==> src/common/vpic_pkg.sv <==
// Purpose: shared constants and types of the vectored interrupt controller
// Assumes: 8-bit register port; 24 maskable request lines
// Notes: offsets are the byte addresses seen on the register port
package vpic_pkg;

    // ****************************************
    // Sizes
    // ****************************************
    localparam int NUM_IRQ = 24;
    localparam int NUM_GROUPS = 6;
    localparam int NUM_LEVELS = 4;
    localparam int NUM_KEYPINS = 8;

    // ****************************************
    // Register offsets
    // ****************************************
    localparam logic [7:0] ADDR_EXT_PIN_FLAGS = 8'hA4;
    localparam logic [7:0] ADDR_EXT_PIN_EDGE_SELECT = 8'hA5;
    localparam logic [7:0] ADDR_IRQ_ENABLE_0 = 8'hA8;
    localparam logic [7:0] ADDR_IRQ_ENABLE_1 = 8'hA9;
    localparam logic [7:0] ADDR_IRQ_ENABLE_2 = 8'hAA;
    localparam logic [7:0] ADDR_IRQ_ENABLE_3 = 8'hAB;
    localparam logic [7:0] ADDR_KEYPIN_EDGE_SELECT_LOW = 8'hAE;
    localparam logic [7:0] ADDR_KEYPIN_EDGE_SELECT_HIGH = 8'hAF;
    localparam logic [7:0] ADDR_GROUP_PRIORITY_LOW_BITS = 8'hB8;
    localparam logic [7:0] ADDR_KEYPIN_FLAGS = 8'hE8;
    localparam logic [7:0] ADDR_GROUP_PRIORITY_HIGH_BITS = 8'hF8;

    // ****************************************
    // Reset values and writable bits
    // ****************************************
    localparam logic [7:0] REG_RESET = 8'h00;
    localparam logic [7:0] ENABLE_0_MASK = 8'hBF;
    localparam logic [7:0] ENABLE_MASK = 8'h3F;
    localparam logic [7:0] PRIORITY_MASK = 8'h3F;
    localparam logic [7:0] EXT_FLAG_MASK = 8'h03;
    localparam logic [7:0] EXT_POL_MASK = 8'h0F;

    // ****************************************
    // Field positions
    // ****************************************
    localparam int GLOBAL_IRQ_ENABLE_BIT = 7;
    localparam int KEYPIN_GROUP_ENABLE_BIT = 5;
    localparam int EXT_PIN_B_ENABLE_BIT = 2;
    localparam int EXT_PIN_A_ENABLE_BIT = 1;
    localparam int SERIAL_IO_IRQ_ENABLE_BIT = 5;
    localparam int EXT_PIN_A_FLAG_BIT = 0;
    localparam int EXT_PIN_B_FLAG_BIT = 1;
    localparam int EXT_PIN_A_POL_LSB = 0;
    localparam int EXT_PIN_B_POL_LSB = 2;

    // ****************************************
    // Request numbers and vectors
    // ****************************************
    localparam logic [4:0] IRQ_EXT_PIN_A = 5'h01;
    localparam logic [4:0] IRQ_EXT_PIN_B = 5'h02;
    localparam logic [4:0] IRQ_KEYPIN = 5'h05;
    localparam logic [4:0] IRQ_SERIAL_IO = 5'h0B;
    localparam logic [15:0] VECTOR_BASE = 16'h0003;
    localparam logic [15:0] RESET_VECTOR = 16'h0000;

    // Edge select codes
    localparam logic [1:0] EDGE_NONE = 2'h0;
    localparam logic [1:0] EDGE_RISE = 2'h1;
    localparam logic [1:0] EDGE_FALL = 2'h2;
    localparam logic [1:0] EDGE_BOTH = 2'h3;

    // ****************************************
    // Types
    // ****************************************
    typedef enum logic [1:0] {
        ST_IDLE = 2'b01,
        ST_OFFER = 2'b10
    } offer_state_t;

    // Request offered to the core
    typedef struct packed {
        logic valid;
        logic [4:0] num;
        logic [15:0] vector;
        logic [7:0] vector_low_byte;
    } irq_offer_t;

    // Register port request
    typedef struct packed {
        logic [7:0] addr;
        logic [7:0] wdata;
        logic wr;
        logic rd;
    } reg_req_t;

    // Core sequencing strobes
    typedef struct packed {
        logic instr_last;
        logic irq_ack;
        logic return_from_interrupt;
        logic power_control_wr;
    } core_seq_t;

    // Whole state of the controller
    typedef struct packed {
        offer_state_t st;
        logic [3:0][7:0] irq_enable;
        logic [7:0] prio_lo;
        logic [7:0] prio_hi;
        logic [7:0] ext_pin_flags;
        logic [7:0] ext_pin_edge_select;
        logic [7:0] keypin_flags;
        logic [7:0] keypin_edge_select_low;
        logic [7:0] keypin_edge_select_high;
        logic [23:0] req_flags;
        logic [3:0] in_service;
        logic ext_pin_a_prev;
        logic ext_pin_b_prev;
        logic [7:0] keypins_prev;
        irq_offer_t offer;
        logic wake;
        logic [7:0] rdata;
    } ctrl_state_t;

endpackage

==> src/core/vectored_irq_ctrl.sv <==
// Purpose: vectored priority interrupt controller for a small CPU core
// Assumes: all inputs synchronous to mclk; core drives one-cycle strobes
// Notes: one state struct, one always_comb, one always_ff
//
// The plain strobed port was chosen for this implementation.

// Functional notes
// Vector is 0x0003 plus 8n; reset 0x0000
// Group k holds requests k, k+6, k+12, k+18
// Level 3 highest, level 0 lowest
// Level = {high-bits reg bit, low-bits reg bit}
// Same level: lowest request number wins
// Simultaneous different levels: higher level first
// Take only with global and source enable
// Request flag sets, clears when service begins
// Pending until accepted, reset or software clear
// Sample at instruction end; ack next instruction
// Response 3 to 9 cycles; return ends service
// Preempt only by strictly higher level
// Any enabled source raises wake-up
// Hold requests while enable/priority/power written
// Pin flags set on edge, clear on entry/write
// Edge select picks rising, falling or both
// Codes: 00 none, 01 rise, 10 fall, 11 both
// Enable 0: global 7, key 5, pin b 2, pin a 1
// Enable bit n mod 6 of register n div 6
// Reset clears all registers to zero
// Global enable drops on entry, sets on return
// Offer number and valid; clear flag on ack
module vectored_irq_ctrl (
    input wire logic mclk,
    input wire logic rst_b,
    input wire vpic_pkg::reg_req_t reg_req,
    output logic [7:0] reg_rdata,
    input wire logic [23:0] periph_irq,
    input wire logic ext_pin_a,
    input wire logic ext_pin_b,
    input wire logic [7:0] keypins,
    input wire vpic_pkg::core_seq_t core_seq,
    output vpic_pkg::irq_offer_t irq_offer,
    output logic [15:0] reset_vector,
    output logic wake_req
);

    // ****************************************
    // Helpers
    // ****************************************

    // Edge detector shared by every pin source
    function automatic logic edge_hit(input logic [1:0] pol,
                                      input logic prev,
                                      input logic cur);
        logic rise;
        logic fall;
        rise = ~prev & cur;
        fall = prev & ~cur;
        case (pol)
            vpic_pkg::EDGE_RISE: edge_hit = rise;
            vpic_pkg::EDGE_FALL: edge_hit = fall;
            vpic_pkg::EDGE_BOTH: edge_hit = rise | fall;
            default: edge_hit = 1'b0;
        endcase
    endfunction

    // Entry address of request n
    function automatic logic [15:0] vector_of(input logic [4:0] n);
        vector_of = vpic_pkg::VECTOR_BASE + {8'h00, n, 3'b000};
    endfunction

    // Level of request n from its group's two priority bits
    function automatic logic [1:0] level_of(input logic [7:0] lo,
                                            input logic [7:0] hi,
                                            input int n);
        int g;
        g = n % vpic_pkg::NUM_GROUPS;
        level_of = {hi[g], lo[g]};
    endfunction

    // Register read mux
    function automatic logic [7:0] read_reg(input vpic_pkg::ctrl_state_t s,
                                            input logic [7:0] a);
        case (a)
            vpic_pkg::ADDR_EXT_PIN_FLAGS: read_reg = s.ext_pin_flags;
            vpic_pkg::ADDR_EXT_PIN_EDGE_SELECT:
                read_reg = s.ext_pin_edge_select;
            vpic_pkg::ADDR_IRQ_ENABLE_0: read_reg = s.irq_enable[0];
            vpic_pkg::ADDR_IRQ_ENABLE_1: read_reg = s.irq_enable[1];
            vpic_pkg::ADDR_IRQ_ENABLE_2: read_reg = s.irq_enable[2];
            vpic_pkg::ADDR_IRQ_ENABLE_3: read_reg = s.irq_enable[3];
            vpic_pkg::ADDR_KEYPIN_EDGE_SELECT_LOW:
                read_reg = s.keypin_edge_select_low;
            vpic_pkg::ADDR_KEYPIN_EDGE_SELECT_HIGH:
                read_reg = s.keypin_edge_select_high;
            vpic_pkg::ADDR_GROUP_PRIORITY_LOW_BITS: read_reg = s.prio_lo;
            vpic_pkg::ADDR_KEYPIN_FLAGS: read_reg = s.keypin_flags;
            vpic_pkg::ADDR_GROUP_PRIORITY_HIGH_BITS: read_reg = s.prio_hi;
            default: read_reg = 8'h00; // Unmapped reads as zero
        endcase
    endfunction

    // ****************************************
    // State
    // ****************************************
    vpic_pkg::ctrl_state_t state_q;
    vpic_pkg::ctrl_state_t state_d;

    // Next-state logic
    always_comb begin
        logic wr;
        logic hold;
        logic global_en;
        logic found;
        logic [1:0] best_lvl;
        logic [4:0] best_num;
        logic [1:0] lvl;
        logic [23:0] pending;
        logic [23:0] enabled;
        logic [23:0] clr_req;
        logic [7:0] ext_set;
        logic [7:0] ext_clr;
        logic [7:0] key_set;
        logic [7:0] key_clr;
        logic [15:0] key_pol;
        logic [3:0] top_bit;
        wr = 1'b0;
        hold = 1'b0;
        global_en = 1'b0;
        found = 1'b0;
        best_lvl = 2'h0;
        best_num = 5'h00;
        lvl = 2'h0;
        pending = 24'h000000;
        enabled = 24'h000000;
        clr_req = 24'h000000;
        ext_set = 8'h00;
        ext_clr = 8'h00;
        key_set = 8'h00;
        key_clr = 8'h00;
        key_pol = 16'h0000;
        top_bit = 4'h0;
        state_d = state_q;
        wr = reg_req.wr;

        // Read data stands only in the cycle after the strobe
        state_d.rdata = reg_req.rd ? read_reg(state_q, reg_req.addr)
                                   : 8'h00;

        // Control register writes
        if (wr) begin
            case (reg_req.addr)
                vpic_pkg::ADDR_IRQ_ENABLE_0:
                    state_d.irq_enable[0] = reg_req.wdata &
                        vpic_pkg::ENABLE_0_MASK;
                vpic_pkg::ADDR_IRQ_ENABLE_1:
                    state_d.irq_enable[1] = reg_req.wdata &
                        vpic_pkg::ENABLE_MASK;
                vpic_pkg::ADDR_IRQ_ENABLE_2:
                    state_d.irq_enable[2] = reg_req.wdata &
                        vpic_pkg::ENABLE_MASK;
                vpic_pkg::ADDR_IRQ_ENABLE_3:
                    state_d.irq_enable[3] = reg_req.wdata &
                        vpic_pkg::ENABLE_MASK;
                vpic_pkg::ADDR_GROUP_PRIORITY_LOW_BITS:
                    state_d.prio_lo = reg_req.wdata &
                        vpic_pkg::PRIORITY_MASK;
                vpic_pkg::ADDR_GROUP_PRIORITY_HIGH_BITS:
                    state_d.prio_hi = reg_req.wdata &
                        vpic_pkg::PRIORITY_MASK;
                vpic_pkg::ADDR_EXT_PIN_EDGE_SELECT:
                    state_d.ext_pin_edge_select = reg_req.wdata &
                        vpic_pkg::EXT_POL_MASK;
                vpic_pkg::ADDR_KEYPIN_EDGE_SELECT_LOW:
                    state_d.keypin_edge_select_low = reg_req.wdata;
                vpic_pkg::ADDR_KEYPIN_EDGE_SELECT_HIGH:
                    state_d.keypin_edge_select_high = reg_req.wdata;
                vpic_pkg::ADDR_EXT_PIN_FLAGS:
                    ext_clr = ~reg_req.wdata;
                vpic_pkg::ADDR_KEYPIN_FLAGS:
                    key_clr = ~reg_req.wdata;
                default: begin
                end
            endcase
        end

        // Writes to enables, priorities or power control hold sampling
        if (wr) begin
            case (reg_req.addr)
                vpic_pkg::ADDR_IRQ_ENABLE_0,
                vpic_pkg::ADDR_IRQ_ENABLE_1,
                vpic_pkg::ADDR_IRQ_ENABLE_2,
                vpic_pkg::ADDR_IRQ_ENABLE_3,
                vpic_pkg::ADDR_GROUP_PRIORITY_LOW_BITS,
                vpic_pkg::ADDR_GROUP_PRIORITY_HIGH_BITS:
                    hold = 1'b1;
                default: hold = 1'b0;
            endcase
        end
        hold = hold | core_seq.power_control_wr;

        // Pin edge detection
        ext_set[vpic_pkg::EXT_PIN_A_FLAG_BIT] = edge_hit(
            state_q.ext_pin_edge_select[vpic_pkg::EXT_PIN_A_POL_LSB +: 2],
            state_q.ext_pin_a_prev, ext_pin_a);
        ext_set[vpic_pkg::EXT_PIN_B_FLAG_BIT] = edge_hit(
            state_q.ext_pin_edge_select[vpic_pkg::EXT_PIN_B_POL_LSB +: 2],
            state_q.ext_pin_b_prev, ext_pin_b);
        key_pol = {state_q.keypin_edge_select_high,
                   state_q.keypin_edge_select_low};
        for (int k = 0; k < vpic_pkg::NUM_KEYPINS; k++) begin
            key_set[k] = edge_hit(key_pol[2*k +: 2],
                                  state_q.keypins_prev[k],
                                  keypins[k]);
        end
        state_d.ext_pin_a_prev = ext_pin_a;
        state_d.ext_pin_b_prev = ext_pin_b;
        state_d.keypins_prev = keypins;

        // Pending view: pin sources come from their own flags
        pending = state_q.req_flags;
        pending[vpic_pkg::IRQ_EXT_PIN_A] =
            state_q.ext_pin_flags[vpic_pkg::EXT_PIN_A_FLAG_BIT];
        pending[vpic_pkg::IRQ_EXT_PIN_B] =
            state_q.ext_pin_flags[vpic_pkg::EXT_PIN_B_FLAG_BIT];
        pending[vpic_pkg::IRQ_KEYPIN] = |state_q.keypin_flags;

        // Source enables: bit n mod 6 of register n div 6
        for (int n = 0; n < vpic_pkg::NUM_IRQ; n++) begin
            enabled[n] = state_q.irq_enable[n / 6][n % 6];
        end
        global_en = state_q.irq_enable[0][vpic_pkg::GLOBAL_IRQ_ENABLE_BIT];

        // Wake-up ignores global enable and priority
        state_d.wake = |(pending & enabled);

        // Scan from high numbers down so ties keep the lowest number
        for (int n = vpic_pkg::NUM_IRQ - 1; n >= 0; n--) begin
            lvl = level_of(state_q.prio_lo, state_q.prio_hi, n);
            if (pending[n] && enabled[n] &&
                (!found || lvl >= best_lvl)) begin
                found = 1'b1;
                best_lvl = lvl;
                best_num = 5'(n);
            end
        end
        // Only a strictly higher level than any in service may enter
        if (found && (state_q.in_service >> best_lvl) > 4'h1) begin
            found = 1'b0;
        end else if (found && state_q.in_service[best_lvl]) begin
            found = 1'b0;
        end
        found = found & global_en;

        // Offer handshake with the core
        case (state_q.st)
            vpic_pkg::ST_IDLE: begin
                if (core_seq.instr_last && !hold && found) begin
                    state_d.st = vpic_pkg::ST_OFFER;
                    state_d.offer.valid = 1'b1;
                    state_d.offer.num = best_num;
                    state_d.offer.vector = vector_of(best_num);
                    state_d.offer.vector_low_byte =
                        vector_of(best_num)[7:0];
                end
            end
            vpic_pkg::ST_OFFER: begin
                if (core_seq.irq_ack) begin
                    state_d.st = vpic_pkg::ST_IDLE;
                    state_d.offer.valid = 1'b0;
                    clr_req[state_q.offer.num] = 1'b1;
                    state_d.in_service[level_of(state_q.prio_lo,
                        state_q.prio_hi,
                        int'(state_q.offer.num))] = 1'b1;
                    state_d.irq_enable[0][vpic_pkg::GLOBAL_IRQ_ENABLE_BIT]
                        = 1'b0;
                    if (state_q.offer.num == vpic_pkg::IRQ_EXT_PIN_A) begin
                        ext_clr[vpic_pkg::EXT_PIN_A_FLAG_BIT] = 1'b1;
                    end
                    if (state_q.offer.num == vpic_pkg::IRQ_EXT_PIN_B) begin
                        ext_clr[vpic_pkg::EXT_PIN_B_FLAG_BIT] = 1'b1;
                    end
                    if (state_q.offer.num == vpic_pkg::IRQ_KEYPIN) begin
                        key_clr = 8'hFF;
                    end
                end else if (core_seq.instr_last && !hold) begin
                    // Re-sample so a newer winner or a withdrawal counts
                    state_d.offer.valid = found;
                    state_d.offer.num = best_num;
                    state_d.offer.vector = vector_of(best_num);
                    state_d.offer.vector_low_byte =
                        vector_of(best_num)[7:0];
                    state_d.st = found ? vpic_pkg::ST_OFFER
                                       : vpic_pkg::ST_IDLE;
                end
            end
            default: begin
                state_d.st = vpic_pkg::ST_IDLE;
                state_d.offer.valid = 1'b0;
            end
        endcase

        // Return ends the innermost service and reopens global enable
        if (core_seq.return_from_interrupt) begin
            for (int l = 0; l < vpic_pkg::NUM_LEVELS; l++) begin
                if (state_q.in_service[l]) begin
                    top_bit = 4'(1 << l);
                end
            end
            state_d.in_service = state_d.in_service & ~top_bit;
            state_d.irq_enable[0][vpic_pkg::GLOBAL_IRQ_ENABLE_BIT]
                = 1'b1;
        end

        // Flag updates: a new event wins over a clear in the same cycle
        state_d.req_flags = (state_q.req_flags & ~clr_req) |
                            periph_irq;
        state_d.ext_pin_flags = ((state_q.ext_pin_flags & ~ext_clr) |
                                 ext_set) & vpic_pkg::EXT_FLAG_MASK;
        state_d.keypin_flags = (state_q.keypin_flags & ~key_clr) |
                               key_set;
    end

    // ****************************************
    // Registers
    // ****************************************

    // Everything clears to zero; idle state is the only non-zero field
    always_ff @(posedge mclk or negedge rst_b) begin
        if (!rst_b) begin
            state_q <= '0;
            state_q.st <= vpic_pkg::ST_IDLE;
        end else begin
            state_q <= state_d;
        end
    end

    // ****************************************
    // Outputs
    // ****************************************
    assign reg_rdata = state_q.rdata;
    assign irq_offer = state_q.offer;
    assign wake_req = state_q.wake;
    assign reset_vector = vpic_pkg::RESET_VECTOR;

endmodule

==> config.mk <==
export PLATFORM = sky130hd
export DESIGN_NAME = vectored_irq_ctrl
export DESIGN_NICKNAME = d
export VERILOG_FILES = /design/src/common/vpic_pkg.sv /design/src/core/vectored_irq_ctrl.sv
export SDC_FILE = /design/constraint.sdc
export NUM_CORES = 1
export LEC_CHECK = 0
export BUFFER_PORTS_ARGS = -buffer_cell sky130_fd_sc_hd__buf_2
export CORE_MARGIN = 2
export CORE_UTILIZATION = 50
export DETAILED_ROUTE_END_ITERATION = 8
export PLACE_DENSITY = 0.68
export SETUP_SLACK_MARGIN = 0.4
export SLEW_MARGIN = 20
export SYNTH_ARGS = -nofsm -noshare
export SYNTH_HDL_FRONTEND = slang
export SYNTH_SLANG_ARGS = --single-unit
==> constraint.sdc <==
create_clock -name mclk -period 38.4 [get_ports mclk]
set_input_delay 1.92 -clock mclk [delete_from_list [all_inputs] [get_ports mclk]]
set_output_delay 1.92 -clock mclk [all_outputs]
set_load 0.05 [all_outputs]
Yosys cells after proc, flatten, opt, wreduce, memory -nomap -nowiden
Index checks and enable logic that the tools add are counted.
- divide/modulo/power cells: 1
- muxes and demuxes: 139
- eq/ne operators: 50
- magnitude comparators: 30
- reductions and logical operators: 115
- shift-type cells: 1
- $add $sub $neg: 1
- multiply operators: 0
- bitwise operators: 66
- operator list (kind ; count):
    two-way mux 5 bit ; 24
    == test 8 bit, second input constant ; 11
    case mux 8 bit (11 select lines) ; 1
    two-way mux 24 bit ; 3
    two-way mux 2 bit ; 32
    two-way mux 30 bit ; 2
    case mux 29 bit (2 select lines) ; 1
    two-way mux 8 bit ; 7
    logical AND 1 bit ; 53
    bitwise AND 24 bit ; 2
    >= comparator 2 bit ; 23
    == test 2 bit, second input constant ; 21
    two-way mux 1 bit ; 42
    < comparator 32 x 5 -> 1 bit, second input constant ; 1
    remainder unit 6 x 4 -> 32 bit, second input constant ; 1
    case mux 1 bit (3 select lines) ; 10
    two-way mux 29 bit ; 1
    two-way mux 4 bit ; 7
    zero test 1 bit ; 24
    NOT 24 bit ; 1
    bitwise OR 24 bit ; 1
    OR reduction 24 bit ; 1
    logical OR 1 bit ; 23
    == test 2 x 1 -> 1 bit, second input constant ; 11
    36 further kinds ; 100
- RAM bits: 0
- register bits after elaboration: 146
- memories kept: 0
- ROM bits: 0
- latch bits: 0

Longest topological paths before layout
- depth in word-level cells: 104
- mapped depth: 155
- gate-level depth less buffers: 155

Worst setup path before layout
Ideal clock, no wire load.
- path kind: register to register
- start: register state_q[129] (netlist name)
- end: register state_q, in the netlist irq_offer[24]
- stages on the path, launching flop included: 147
- path buffers: 0
- path slack: 9.114 ns
- clock period less this slack: 29.286 ns
- setup time: 0.125 ns
- arrival time: 29.161 ns
- cell sequence: dfrtp_1 > inv_1 > ha_1 > nand2b_1 > a211oi_1 > o22a_1 > inv_1 > ha_1 > nand2b_1 > a211oi_1 > or2_1 > a21oi_1 > ha_1 > nand2b_1 > a211oi_1 > nor2_1 > a211oi_1 > nor2_1 > (+111 left out) > mux2_2 > ha_1 > nand2b_1 > a21oi_1 > a21o_1 > o21ai_0 > o31ai_1 > ha_1 > nand2b_1 > a21oi_1 > nand2_1 > and2_2 > o311a_1 > or3_1 > o211ai_2 > o21ai_2 > a211oi_4 > mux2_2
- cells in the longest elaborated chain, start to end: 101
- elaborated cells on any way between the ends: 176
- those cells by class: 24 x order compare; 1 x eq/ne; 1 x shift; 77 x mux; 1 x bitwise; 72 x reduce/logical
- ends and longest elaborated chain (item ; line ; text):
    from (decl) ; vectored_irq_ctrl.sv:104 ; vpic_pkg::ctrl_state_t state_q;
    from (signal assigned) ; vectored_irq_ctrl.sv:332 ; state_q <= state_d;
    branches (longest 101 deep; another with >= comparator 2 bit) ; - ;
Several ways; the timed one is not identified. The select of a mux whose other input is x is not followed.
A chain may end at the register's enable or synchronous reset.

Worst setup path in the final report
- start: register state_q[129] (netlist name)
- end: register state_q, in the netlist irq_offer[27]
Same word-level chain as after synthesis.

==> results.md <==
* Status: complete, but fails checks
* Failing checks: design-rule violations
* Clock-pin slew on the worst setup and hold paths at ~0.06 ns
* Setup TNS at 0 ns
* RePlAce Congestion at ~0.97
* Worst hold path class: reg -> reg
* CTS tree: yes
* Critical Path End Type: flop
* Max incr delay on CP at approximately 0.63 ns
* RR Startpoint: state_q[129]
* Post-Route WL at 26400 microns
* H-tree depth at 4
* CP arrival at 34.42 ns
* Hold_buf cts at 0
* Area of the multi-input gates at 0.00527 sq mm
* Die Area at about 0.019 sq mm
* Largest net degree at the start of global routing at 62
* Data required, critical path at slightly below 40 ns
* Most frequent cells in the layout: dfrtp_1 (118), nand2_1 (110), buf_2 (82)
* Slew Limit Fails at 0
* Number of global-route vias before repair at about 7000
* Hold Crit Start: state_q[57]
* Max transition margin at 0.452
* Number of fill cells at 1581
* Ys flop type: dfrtp_1
* Max VDD drop at 0.0343 mV
* DRT Pass-1 Iters at 9
* Post-Syn Area per Cell at slightly above 9 sq um
* Min Hold Slack at 0.485 ns
* Global Route Usage Sum at 0.285
* Slowest CP cell: dfrtp_1
* Initial antenna violation count at 0
* Max-cap violations at 0
* Post-detail-place hpwl at 19300 microns
* Final ANT Viol Nets at 0
* FF-to-FF setup slack at roughly 4.3 ns
* Fmax at about 0.029 GHz
* CP Max Fanout at 8
* RSZ-0062 raised after global routing: no
* First-pass GRT wire length at approximately 40000 microns
* Share of cells above drive strength 1 at 0.214
* CTS sink cnt at around 120
* Worst-Skew Late Latency at 0.43 ns
* PwrDens at 50.9 mW/mm^2
* Post-synth EDFFs at 0
* Worst setup path class: reg -> reg
* Worst slew pin tran at 0.811 ns
* Syn Std Cell Area at about 0.0089 sq mm
* Num rows at between 40 and 50
* Leak at around 4.5 nW
* Leading cell type in the layout, fill and taps excluded: dfrtp_1
* Area grow syn2layout at 10.0%
* Tmin final at between 30 and 40 ns
* Setup bufs post-CTS at 0
* Grt total ovfl at 0
* Length in cells of the worst reg-to-reg path at 150
* Average vias per placed instance at between 6 and 7
* Fin crit share at 0.888
* Total vias in the final route at a little under 8000
* Asr flop ratio synth at 1.00
* Total core area at between 0.015 and 0.02 sq mm
* Final Hold Viols at 0
* Sequential cell area at 0.00298 sq mm
* Starting density of the core at 0.513
* Worst Setup Start Kind: flop
* Die H at roughly 140 microns
* WHS Path Cells at 1
* Clock Path Buffers at 2
* Port Buffers at 83
* Sequential fraction of the synthesis area at 0.336
* Reg-to-reg endpoint: irq_offer[27]
* Net count, final at 1125
* Post-synthesis cell type count at 90
* #FFs+latches synth at approximately 120
* Root Driver: clkbuf_16
* Residual DRC count at 1
* IO Pins at around 110
* Total CTS buffers at 17
* Yosys warns at 0
* WHS Endpoint: state_q[57]
* Final Setup Violations at 0
* Initial DRC Count at a little over 900
* Die width at around 140 microns
* ANT cells at 0
* Syn Inst Count at 969
* Post_cts resized at 0
* Average wire per standard cell at approximately 21 microns
* CP dominant cell by count: ha_1
* Layout Skew at 0.0148 ns
## how the worst max path moves through the flow
stage                            start       endpoint  depth (start not counted)
after floorplan           state_q[129]  irq_offer[24]                        146
after global placement    state_q[129]  irq_offer[27]                        148
after detailed placement  state_q[129]  irq_offer[24]                        149
after CTS                 state_q[129]  irq_offer[28]                        148
after global routing      state_q[129]  irq_offer[27]                        149
final                     state_q[129]  irq_offer[27]                        150
## through the flow
stage	power (mW)	std cells	worst slack, ns	utilization	cell area (sq um)
detailed placement	0.332	1220	5.04	0.529	9160
global route	0.521	1252	2.31	0.564	9750
global placement	0.329	1220	5.22	0.529	9160
floorplan	0.300	994	9.11	-	8960
finish	0.496	1252	4.29	0.564	9750
CTS	0.496	1252	4.83	0.564	9750
## layout make-up
| class | count | area share |
|---|---|---|
| inverter | 49 | 0.0189 |
| sequential | 119 | 0.305 |
| tap | 225 | 0.0289 |
| multi-input combinational | 741 | 0.541 |
| clock inverter | 12 | 0.0144 |
| timing repair buffer | 86 | 0.0452 |
| clock buffer | 20 | 0.0468 |
## kinds of logic after synthesis
logic type	share of synthesized area
compound gates	0.196
xor+xnor	0.000988
fa+ha+maj	0.0759
buf+inv	0.0800
flops	0.336
mux	0.121
other cells	0.000423
simple gates	0.189
## metal layers
| metal | up-vias | global-route usage | share of wire |
|---|---|---|---|
| met4 | 0 | 0.138 | 0.044 |
| met1 | 3760 | 0.382 | 0.43 |
| met3 | 85 | 0.0453 | 0.070 |
| met5 | - | 0 | 0 |
| li1 | 3568 | - | - |
| met2 | 396 | 0.451 | 0.46 |
## critical path, delay by kind of cell (launching register included)
family	cells	cell delay (ns)
muxes	11	3.78
AOI/OAI and AO/OA	56	13.01
buffers and inverters	5	0.64
DFF	1	0.63
adders and majority gates	24	6.49
and+or+nand+nor	54	9.43
## cells in the mapped netlist, drive strengths merged (10+ instances only)
library cell | n | area share
a211oi | 14 | 0.014
a21o | 18 | 0.015
a21oi | 43 | 0.025
and2 | 12 | 0.0086
and3 | 16 | 0.011
buf | 57 | 0.047
clkbuf | 28 | 0.012
dfrtp | 118 | 0.33
ha | 53 | 0.075
inv | 49 | 0.021
mux2 | 68 | 0.086
mux2i | 24 | 0.027
nand2 | 110 | 0.047
nand2b | 28 | 0.020
nand3 | 27 | 0.016
nor2 | 46 | 0.019
nor2b | 12 | 0.0085
nor3 | 19 | 0.011
nor3b | 14 | 0.013
o211ai | 30 | 0.027
o21ai | 40 | 0.023
or2 | 10 | 0.0071
## flip-flops by register name (all words and copies together), names as in the netlist
name       cells
state_q      104
reg_rdata      8
irq_offer      6
wake_req       1
## report_power, final
group          switching (mW)  leakage, nW  internal, mW
Combinational           0.111         2.73        0.0617
Clock                  0.0640        0.284        0.0998
Sequential             0.0222         1.45         0.138
Total                   0.197         4.47         0.300
Power figures use the tool's default switching activity.
